--- src/hw/acr_params.svh ---
// constants for the converter control register block
// assumes a 32-bit axi4-lite bus and a 200 mhz system clock
`ifndef ACR_PARAMS_SVH
`define ACR_PARAMS_SVH

// ****************************************************
// register indices and byte addresses
// ****************************************************
`define ACR_IDX_RESULT_HIGH   8'h17
`define ACR_IDX_CONTROL       8'h18
`define ACR_IDX_SELECT        8'h19
`define ACR_ADDR_RESULT_HIGH  {2'h0, `ACR_IDX_RESULT_HIGH, 2'h0}
`define ACR_ADDR_CONTROL      {2'h0, `ACR_IDX_CONTROL, 2'h0}
`define ACR_ADDR_SELECT       {2'h0, `ACR_IDX_SELECT, 2'h0}
`define ACR_ADDR_W            12

// ****************************************************
// field positions
// ****************************************************
`define ACR_CTL_LOW_MSB       7
`define ACR_CTL_LOW_LSB       4
`define ACR_CTL_START_BIT     3
`define ACR_CTL_DIV_MSB       2
`define ACR_CTL_DIV_LSB       0
`define ACR_SEL_REF_MSB       7
`define ACR_SEL_REF_LSB       6
`define ACR_SEL_CHAN_MSB      4
`define ACR_SEL_CHAN_LSB      0

// ****************************************************
// reset values and codes
// ****************************************************
`define ACR_RST_DIV           3'h0
`define ACR_RST_REF           2'h0
`define ACR_RST_CHAN          5'h1f
`define ACR_RST_RESULT        12'h000
`define ACR_CHAN_LAST_PIN     12
`define ACR_CHAN_BANDGAP      5'h0e
`define ACR_CHAN_QUARTER_VCC  5'h17
`define ACR_REF_VCC           2'h0
`define ACR_REF_BG_248        2'h1
`define ACR_REF_BG_200        2'h3
`define ACR_DIV_MAX_TERM      8'hff

// ****************************************************
// sample length in conversion clock ticks and the result msb index
// ****************************************************
`define ACR_SAMPLE_TICKS      3'h4
`define ACR_RESULT_MSB        4'hb

// ****************************************************
// axi responses
// ****************************************************
`define ACR_RESP_OKAY         2'h0
`define ACR_RESP_SLVERR       2'h2

`endif

--- src/hw/acr_pkg.sv ---
// types shared by the converter control register block
// assumes acr_params.svh supplies all numeric constants
package acr_pkg;

  // ****************************************************
  // configuration carried to the converter
  // ****************************************************
  typedef struct packed {
    logic [1:0] ref_sel;
    logic [4:0] chan_sel;
    logic [2:0] clk_div;
  } acr_cfg_t;

  // ****************************************************
  // analog input switch enables
  // ****************************************************
  typedef struct packed {
    logic [12:0] pin_en;
    logic        bandgap_en;
    logic        quarter_vcc_en;
  } acr_mux_t;

  // ****************************************************
  // conversion sequencer states
  // ****************************************************
  typedef enum logic [1:0] {
    ACR_IDLE,
    ACR_SAMPLE,
    ACR_CONVERT
  } acr_state_t;

endpackage

--- src/hw/acr_adc_control_regs.sv ---
// converter control and result registers with sar sequencer
// assumes an axi4-lite master, a comparator and a 12-bit dac
`include "acr_params.svh"

module acr_adc_control_regs
(
  // clock and reset
  input  wire logic                   aclk,
  input  wire logic                   aresetn,
  // axi4-lite write address
  input  wire logic [31:0]            awaddr,
  input  wire logic [2:0]             awprot,
  input  wire logic                   awvalid,
  output logic                        awready,
  // axi4-lite write data
  input  wire logic [31:0]            wdata,
  input  wire logic [3:0]             wstrb,
  input  wire logic                   wvalid,
  output logic                        wready,
  // axi4-lite write response
  output logic [1:0]                  bresp,
  output logic                        bvalid,
  input  wire logic                   bready,
  // axi4-lite read address
  input  wire logic [31:0]            araddr,
  input  wire logic [2:0]             arprot,
  input  wire logic                   arvalid,
  output logic                        arready,
  // axi4-lite read data
  output logic [31:0]                 rdata,
  output logic [1:0]                  rresp,
  output logic                        rvalid,
  input  wire logic                   rready,
  // analog front end
  input  wire logic                   cmp_above,
  output logic [11:0]                 dac_code,
  output logic                        sample_hold,
  output logic                        busy,
  output acr_pkg::acr_mux_t           input_switch,
  output logic                        ref_from_bandgap,
  output logic [1:0]                  bandgap_level
);

  // ****************************************************
  // declarations
  // ****************************************************
  acr_pkg::acr_cfg_t   cfg_q;
  acr_pkg::acr_state_t state_q;
  logic                start_q;
  logic [11:0]         result_q;
  logic [11:0]         sar_q;
  logic [3:0]          bit_idx_q;
  logic [2:0]          sample_cnt_q;
  logic                conv_tick;
  logic                conv_done;
  logic [11:0]         sar_final;

  logic                awready_q;
  logic                wready_q;
  logic                aw_full_q;
  logic                w_full_q;
  logic [11:0]         waddr_q;
  logic [7:0]          wbyte_q;
  logic                wlane_q;
  logic                bvalid_q;
  logic [1:0]          bresp_q;
  logic                arready_q;
  logic                rvalid_q;
  logic [31:0]         rdata_q;
  logic [1:0]          rresp_q;
  logic                wr_fire;
  logic                wr_ctl;
  logic                wr_sel;
  logic                wr_hit;
  logic [11:0]         raddr;
  logic [7:0]          rbyte;
  logic                rd_hit;

  // ****************************************************
  // write channel capture
  // ****************************************************
  assign wr_fire = aw_full_q && w_full_q && !bvalid_q;

  always_ff @(posedge aclk)
  begin
    if (!aresetn)
    begin
      awready_q <= 1'b1;
      aw_full_q <= 1'b0;
      waddr_q   <= 12'h000;
    end
    else if (awvalid && awready_q)
    begin
      awready_q <= 1'b0;
      aw_full_q <= 1'b1;
      waddr_q   <= awaddr[`ACR_ADDR_W-1:0];
    end
    else if (wr_fire)
    begin
      awready_q <= 1'b1;
      aw_full_q <= 1'b0;
    end
  end

  always_ff @(posedge aclk)
  begin
    if (!aresetn)
    begin
      wready_q <= 1'b1;
      w_full_q <= 1'b0;
      wbyte_q  <= 8'h00;
      wlane_q  <= 1'b0;
    end
    else if (wvalid && wready_q)
    begin
      wready_q <= 1'b0;
      w_full_q <= 1'b1;
      wbyte_q  <= wdata[7:0];
      wlane_q  <= wstrb[0];
    end
    else if (wr_fire)
    begin
      wready_q <= 1'b1;
      w_full_q <= 1'b0;
    end
  end

  // ****************************************************
  // write decode and response
  // ****************************************************
  assign wr_ctl = wr_fire && wlane_q && (waddr_q == `ACR_ADDR_CONTROL);
  assign wr_sel = wr_fire && wlane_q && (waddr_q == `ACR_ADDR_SELECT);
  assign wr_hit = (waddr_q == `ACR_ADDR_CONTROL)
               || (waddr_q == `ACR_ADDR_SELECT)
               || (waddr_q == `ACR_ADDR_RESULT_HIGH);

  always_ff @(posedge aclk)
  begin
    if (!aresetn)
    begin
      bvalid_q <= 1'b0;
      bresp_q  <= `ACR_RESP_OKAY;
    end
    else if (wr_fire)
    begin
      bvalid_q <= 1'b1;
      bresp_q  <= wr_hit ? `ACR_RESP_OKAY : `ACR_RESP_SLVERR;
    end
    else if (bready)
      bvalid_q <= 1'b0;
  end

  // ****************************************************
  // configuration registers
  // ****************************************************
  always_ff @(posedge aclk)
  begin
    if (!aresetn)
      cfg_q.clk_div <= `ACR_RST_DIV;
    else if (wr_ctl)
      cfg_q.clk_div <= wbyte_q[`ACR_CTL_DIV_MSB:`ACR_CTL_DIV_LSB];
  end

  always_ff @(posedge aclk)
  begin
    if (!aresetn)
    begin
      cfg_q.ref_sel  <= `ACR_RST_REF;
      cfg_q.chan_sel <= `ACR_RST_CHAN;
    end
    else if (wr_sel)
    begin
      cfg_q.ref_sel  <= wbyte_q[`ACR_SEL_REF_MSB:`ACR_SEL_REF_LSB];
      cfg_q.chan_sel <= wbyte_q[`ACR_SEL_CHAN_MSB:`ACR_SEL_CHAN_LSB];
    end
  end

  // ****************************************************
  // start bit
  // ****************************************************
  always_ff @(posedge aclk)
  begin
    if (!aresetn)
      start_q <= 1'b0;
    else if (wr_ctl && wbyte_q[`ACR_CTL_START_BIT])
      start_q <= 1'b1;
    else if (conv_done)
      start_q <= 1'b0;
  end

  // ****************************************************
  // reference decode
  // ****************************************************
  always_ff @(posedge aclk)
  begin
    if (!aresetn)
    begin
      ref_from_bandgap <= 1'b0;
      bandgap_level    <= `ACR_REF_VCC;
    end
    else
    begin
      ref_from_bandgap <= (cfg_q.ref_sel == `ACR_REF_BG_248)
                       || (cfg_q.ref_sel == `ACR_REF_BG_200);
      if ((cfg_q.ref_sel == `ACR_REF_BG_248)
       || (cfg_q.ref_sel == `ACR_REF_BG_200))
        bandgap_level <= cfg_q.ref_sel;
      else
        bandgap_level <= `ACR_REF_VCC;
    end
  end

  // ****************************************************
  // conversion clock and input switches
  // ****************************************************
  acr_clk_div u_clk_div
  (
    .aclk    (aclk),
    .aresetn (aresetn),
    .run     (state_q != acr_pkg::ACR_IDLE),
    .div_sel (cfg_q.clk_div),
    .tick_q  (conv_tick)
  );

  acr_chan_decode u_chan_decode
  (
    .aclk     (aclk),
    .aresetn  (aresetn),
    .chan_sel (cfg_q.chan_sel),
    .mux_q    (input_switch)
  );

  // ****************************************************
  // successive approximation sequencer
  // ****************************************************
  assign conv_done = (state_q == acr_pkg::ACR_CONVERT) && conv_tick
                  && (bit_idx_q == 4'h0);

  always_comb
  begin
    sar_final = sar_q;
    if (!cmp_above)
      sar_final[bit_idx_q] = 1'b0;
  end

  always_ff @(posedge aclk)
  begin
    if (!aresetn)
    begin
      state_q      <= acr_pkg::ACR_IDLE;
      sar_q        <= 12'h000;
      bit_idx_q    <= 4'h0;
      sample_cnt_q <= 3'h0;
    end
    else
    begin
      unique case (state_q)
        acr_pkg::ACR_IDLE:
        begin
          if (start_q)
          begin
            state_q      <= acr_pkg::ACR_SAMPLE;
            sample_cnt_q <= 3'h0;
          end
        end
        acr_pkg::ACR_SAMPLE:
        begin
          if (conv_tick)
          begin
            if (sample_cnt_q == `ACR_SAMPLE_TICKS - 3'h1)
            begin
              state_q   <= acr_pkg::ACR_CONVERT;
              sar_q     <= 12'h800;
              bit_idx_q <= `ACR_RESULT_MSB;
            end
            else
              sample_cnt_q <= sample_cnt_q + 3'h1;
          end
        end
        acr_pkg::ACR_CONVERT:
        begin
          if (conv_tick)
          begin
            sar_q <= sar_final;
            if (bit_idx_q == 4'h0)
              state_q <= acr_pkg::ACR_IDLE;
            else
            begin
              sar_q[bit_idx_q - 4'h1] <= 1'b1;
              bit_idx_q               <= bit_idx_q - 4'h1;
            end
          end
        end
      endcase
    end
  end

  always_ff @(posedge aclk)
  begin
    if (!aresetn)
      result_q <= `ACR_RST_RESULT;
    else if (conv_done)
      result_q <= sar_final;
  end

  always_ff @(posedge aclk)
  begin
    if (!aresetn)
    begin
      sample_hold <= 1'b0;
      busy        <= 1'b0;
    end
    else
    begin
      sample_hold <= (state_q == acr_pkg::ACR_SAMPLE);
      busy        <= (state_q != acr_pkg::ACR_IDLE);
    end
  end

  // ****************************************************
  // read channel
  // ****************************************************
  assign raddr  = araddr[`ACR_ADDR_W-1:0];
  assign rd_hit = (raddr == `ACR_ADDR_CONTROL)
               || (raddr == `ACR_ADDR_SELECT)
               || (raddr == `ACR_ADDR_RESULT_HIGH);

  always_comb
  begin
    rbyte = 8'h00;
    if (raddr == `ACR_ADDR_RESULT_HIGH)
      rbyte = result_q[11:4];
    else if (raddr == `ACR_ADDR_CONTROL)
      rbyte = {result_q[3:0], start_q, cfg_q.clk_div};
    else if (raddr == `ACR_ADDR_SELECT)
      rbyte = {cfg_q.ref_sel, 1'b0, cfg_q.chan_sel};
  end

  always_ff @(posedge aclk)
  begin
    if (!aresetn)
    begin
      arready_q <= 1'b1;
      rvalid_q  <= 1'b0;
      rdata_q   <= 32'h0000_0000;
      rresp_q   <= `ACR_RESP_OKAY;
    end
    else if (arvalid && arready_q)
    begin
      arready_q <= 1'b0;
      rvalid_q  <= 1'b1;
      rdata_q   <= {24'h00_0000, rbyte};
      rresp_q   <= rd_hit ? `ACR_RESP_OKAY : `ACR_RESP_SLVERR;
    end
    else if (rvalid_q && rready)
    begin
      arready_q <= 1'b1;
      rvalid_q  <= 1'b0;
    end
  end

  // ****************************************************
  // output wiring
  // ****************************************************
  assign awready  = awready_q;
  assign wready   = wready_q;
  assign bvalid   = bvalid_q;
  assign bresp    = bresp_q;
  assign arready  = arready_q;
  assign rvalid   = rvalid_q;
  assign rdata    = rdata_q;
  assign rresp    = rresp_q;
  assign dac_code = sar_q;

endmodule

--- src/hw/acr_chan_decode.sv ---
// input selector decode into analog switch enables
// assumes the switches are driven straight from these flops
`include "acr_params.svh"

module acr_chan_decode
(
  // clock and reset
  input  wire logic             aclk,
  input  wire logic             aresetn,
  // selector code
  input  wire logic [4:0]       chan_sel,
  // switch enables
  output acr_pkg::acr_mux_t     mux_q
);

  acr_pkg::acr_mux_t mux_d;

  // ****************************************************
  // one switch per external pin
  // ****************************************************
  genvar i;
  generate
    for (i = 0; i <= `ACR_CHAN_LAST_PIN; i++)
    begin : g_pin
      assign mux_d.pin_en[i] = (chan_sel == 5'(i));
    end
  endgenerate

  assign mux_d.bandgap_en     = (chan_sel == `ACR_CHAN_BANDGAP);
  assign mux_d.quarter_vcc_en = (chan_sel == `ACR_CHAN_QUARTER_VCC);

  always_ff @(posedge aclk)
  begin
    if (!aresetn)
      mux_q <= '0;
    else
      mux_q <= mux_d;
  end

endmodule

--- src/hw/acr_clk_div.sv ---
// conversion clock tick generator
// assumes run is held high for the whole of a conversion
`include "acr_params.svh"

module acr_clk_div
(
  // clock and reset
  input  wire logic       aclk,
  input  wire logic       aresetn,
  // control
  input  wire logic       run,
  input  wire logic [2:0] div_sel,
  // tick out
  output logic            tick_q
);

  logic [7:0] cnt_q;
  logic [7:0] term;

  // ****************************************************
  // divide by 256 shifted right by the select code
  // ****************************************************
  // divider terminal count
  assign term = `ACR_DIV_MAX_TERM >> div_sel;

  always_ff @(posedge aclk)
  begin
    if (!aresetn || !run)
    begin
      cnt_q  <= 8'h00;
      tick_q <= 1'b0;
    end
    else if (cnt_q >= term)
    begin
      cnt_q  <= 8'h00;
      tick_q <= 1'b1;
    end
    else
    begin
      cnt_q  <= cnt_q + 8'h01;
      tick_q <= 1'b0;
    end
  end

endmodule

--- config.mk ---
export PLATFORM = sky130hd
export DESIGN_NAME = acr_adc_control_regs
export DESIGN_NICKNAME = d
export VERILOG_FILES = /design/src/hw/acr_pkg.sv /design/src/hw/acr_adc_control_regs.sv /design/src/hw/acr_chan_decode.sv /design/src/hw/acr_clk_div.sv
export VERILOG_INCLUDE_DIRS = /design/src /design/src/hw
export SDC_FILE = /design/constraint.sdc
export NUM_CORES = 1
export LEC_CHECK = 0
export BUFFER_PORTS_ARGS = -buffer_cell sky130_fd_sc_hd__buf_2
export CAP_MARGIN = 10
export CORE_MARGIN = 3
export CORE_UTILIZATION = 51
export CTS_BUF_LIST = sky130_fd_sc_hd__clkbuf_2
export CTS_CLUSTER_SIZE = 10
export DETAILED_ROUTE_END_ITERATION = 8
export MAX_ROUTING_LAYER = met4
export PLACE_DENSITY = 0.82
export SYNTH_ARGS = -nofsm -noshare
export SYNTH_HDL_FRONTEND = slang
export SYNTH_HIERARCHICAL = 1
export SYNTH_SLANG_ARGS = --single-unit
--- constraint.sdc ---
create_clock -name aclk -period 2 [get_ports aclk]
set_input_delay 0.2 -clock aclk [delete_from_list [all_inputs] [get_ports aclk]]
set_output_delay 0.2 -clock aclk [all_outputs]
set_load 0.01 [all_outputs]
==> results.txt <==
The number of buffers added by the clock tree synthesis step came out at 9. The wire length after detailed routing came out at 11.79 mm. The maximum buffer depth of the clock tree is 2.

The placed cell area is 0.005504 mm². Detailed placement ended at an HPWL of between 8 and 9 mm. The routed length on met3 is ~800 µm. The TritonCTS clock tree is yes.

The die span in x came out at between 100 and 150 µm. STA classifies the critical path startpoint as a primary input. The core region is 0.009459 mm². The combined area of the multi-input logic cells is 0.002574 mm². The starting utilization of the core area came out at 53.47%.

The wire length on met2 is around 5.8 mm. Routed signal wires occupy layers up through met4. The number of setup buffers added after CTS is 0. The net switching fraction of the power came out at approximately 29%. The number of sinks handled by clock tree synthesis came out at 110. The largest fanout on the critical path came out at 2. The type of the worst setup path is in2reg.

The number of nets in the final layout came out at 800. The sequential area share after synthesis is between 40% and 50%. The wire length on met1 is around 5.0 mm.

The number of H-tree levels came out at 3. The weighted congestion at the end of routability-driven global placement is around 0.95. The synthesized instance count is roughly 560. The cell area that synthesis handed to floorplanning was just over 0.005 mm². Of the total power, combinational logic draws between 10% and 20%.

The average wire length per cell after detail routing came out at roughly 15 µm. The critical path arrival is 2.48 ns. The number of detailed-route iterations in the first pass came out at 5. The clock network is responsible for around a quarter of the overall power.

Cell internal power was estimated by the tool at between 2 and 3 mW. The most frequently used flop master after synthesis is sky130_fd_sc_hd__dfxtp_1. VDD sags by at most between 0.4 and 0.5 mV. The post-route standard cell area excluding fillers is 0.005884 mm². The required time reported for the critical path endpoint is about 2.5 ns. The path class of the tightest hold or removal check is in2reg.

Clock tree synthesis selected as its root buffer the cell sky130_fd_sc_hd__clkbuf_2. Leaving out fill and tap cells, the most frequent cell in the layout is sky130_fd_sc_hd__dfxtp_1. Counting both buffers and inverters, the worst setup path holds a total of 4. The diode insertion count for antenna repair came out at 0. Summed over all nets, the switching power comes to 1.097 mW. The number of hold violations in the final report is 0. The number of max-cap violations came out at 0.

The total count of max-transition violations in the final report is 0. Setup slack on the critical path of the routed design comes to around 0.017 ns. The post-layout minimum cycle time came out at a little under 2 ns. The total number of vias came out at between 4000 and 5000. The post-synthesis register bit count is 110.

The die span in y is approximately 110 µm. The layout has between 700 and 800 filler cells. The run finished with clean final reports.

The clock edge transition at the registers on the reported setup and hold paths came out at 0.31 ns. The total setup violations reported at the end of the flow came out at 0. The endpoint kind of the worst setup timing path is a register. The worst clock skew on the final layout is roughly 0.034 ns. Yosys mapped a number of flops with a built-in enable equal to 0.

The worst hold slack after final layout is slightly below 0.05 ns. Power spread over the standard cell area amounts to 638.3 mW/mm². The share of the clock period used by the worst path is 99.14%. The highest attainable clock frequency is around 500 MHz. The later pin in the worst-skew pair is clocked with a latency of ~0.58 ns. The number of global-route vias before repair was about 4000. The critical path's most frequent cell is sky130_fd_sc_hd__dlygate4sd3_1. The stage delay of the slowest cell on the critical path came out at ~0.60 ns. The transition time of the tightest slew-check pin is approximately 0.68 ns. The top cell types in the final layout, fill and taps aside, are sky130_fd_sc_hd__dfxtp_1 (109), sky130_fd_sc_hd__buf_2 (86), sky130_fd_sc_hd__nand2_1 (81). The quantity of I/O buffers inserted on ports came out at between 80 and 90.

Across the whole layout, storage elements account for between 0.002 and 0.0025 mm². The area growth from synthesis to final layout came out at 16.35%. The static leakage power is between 2 and 3 nW. The post-synthesis async set-or-reset flop share is 0%.

The signal on the critical path passes through dlygate4sd3_1 -> buf_2 -> nor4_2 -> dlygate4sd3_1 -> o2111ai_1 -> dlygate4sd3_1 -> o211a_1. The total DRC errors in the routed layout came out at 0. In the routed layout, each cell is associated on average with a via count of approximately 5.4. approximately 190 I/O pins were placed. The wire length of the first global-routing pass is 19.18 mm. The mean instance size in the synthesized netlist came out at ~9 µm². Sequential cells burn between 60% and 70% of the power. Summing internal, switching and leakage power gives approximately 3.8 mW. Among all stages on the critical path, the largest delay is contributed by sky130_fd_sc_hd__dlygate4sd3_1. The kind of cell with the highest combined delay along the critical path is buffers and inverters. The number of antenna violations at the first check in global routing came out at 0. The number of warnings printed during yosys synthesis is 6. The layout cell share with drive strength beyond 1 is 21.46%.

The setup slack after placement came out at approximately 0.083 ns. The placement row count came out at 35. The area of the die came out at ~0.011 mm². Yosys mapped the design onto 68 distinct sky130hd cell types. The number of antenna-violating nets in the routed design came out at 0.

The leftover overflow at the end of global routing came out at 0. In the global route stage, overall resource usage came out at between 20 and 25%. The relative max-transition margin is a little over half.

The maximum number of pins on one net before global-route repair is 27. For this block, the initial DRC count from the detailed router was approximately 240.
registers in the layout, summed over array words and instances, names as in the netlist, 2 cells and up:
name                 count
u_chan_decode/mux_q     15
dac_code                12
result_q                12
waddr_q                 12
cfg_q                   10
rdata                    8
u_clk_div/cnt_q          8
wbyte_q                  7
bit_idx_q                4
sample_cnt_q             3
bandgap_level            2
state_q                  2
area by class of cell:
class	instances	share of cell area [%]
clock buffers	10	0.8505
inverters	16	1.021
multi-input cells	406	43.74
well taps	129	2.743
flip-flops and latches	110	37.44
repair buffers	123	13.10
clock inverters	6	1.106
Yosys cell counts (9+ instances only):
library cell	number	area, µm²
sky130_fd_sc_hd__dfxtp_1	110	2202
sky130_fd_sc_hd__nand2_1	81	304.0
sky130_fd_sc_hd__nor2_1	37	138.9
sky130_fd_sc_hd__a21oi_1	32	160.2
sky130_fd_sc_hd__buf_4	28	210.2
sky130_fd_sc_hd__o21ai_0	28	140.1
sky130_fd_sc_hd__ha_1	20	250.2
sky130_fd_sc_hd__mux2i_1	17	170.2
sky130_fd_sc_hd__inv_1	15	56.30
sky130_fd_sc_hd__and3_1	12	75.07
sky130_fd_sc_hd__clkbuf_1	12	45.04
sky130_fd_sc_hd__nand3_1	12	60.06
sky130_fd_sc_hd__nor3_2	9	90.09
path summary, 6_finish.rpt:
path | start | to | slack [ns] | cells past startpoint
worst max-delay path | araddr[1] | rresp[1] | 0.02 | 7
worst min-delay path | aresetn | sample_cnt_q[2] | 0.05 | 2
worst max register to register | sample_cnt_q[0] | dac_code[7] | 0.10 | 6
worst min register to register | waddr_q[10] | waddr_q[10] | 0.48 | 2
power groups by stage:
stage               Sequential, mW  Clock [mW]  Combinational, mW
global placement              2.34           0              0.397
finish                        2.30       0.988              0.463
global route                  2.32        1.12              0.515
detailed placement            2.34           0              0.416
CTS                           2.30        1.02              0.454
floorplan                     2.34           0              0.314
cell families after synthesis:
logic type / after synthesis / share of synthesized area, %
AO/OA/AOI/OAI: 116 / 14.99
XOR/XNOR: 6 / 1.039
adder cells (fa/ha/maj): 20 / 4.948
buffers and inverters: 65 / 7.694
flip-flops: 110 / 43.54
multiplexers: 24 / 4.923
other: 1 / 0.07415
AND/OR/NAND/NOR: 214 / 22.79
repair_timing:
action | 4_1_cts | 5_1_grt
hold buffers | 25 | 0
hold endpoints to repair | 24 | 0
resized for setup | 0 | 5
endpoints found under the setup margin | 0 | 12
per-layer routing:
layer	vias to the layer above	global-route usage (%)
met5	-	-
met4	0	6.198
met3	17	3.429
met2	164	35.43
met1	2043	27.73
li1	2117	-
per-stage QoR:
| step | TNS, ns | utilization, % | cells |
|---|---|---|---|
| finish | 0 | 62.21 | 800 |
| global route | -0.02926 | 62.21 | 800 |
| CTS | 0 | 62.05 | 800 |
| detailed placement | 0 | 58.19 | 759 |
| global placement | 0 | 58.19 | 759 |
| floorplan | 0 | - | 581 |
(Power assumes the default switching activity.)
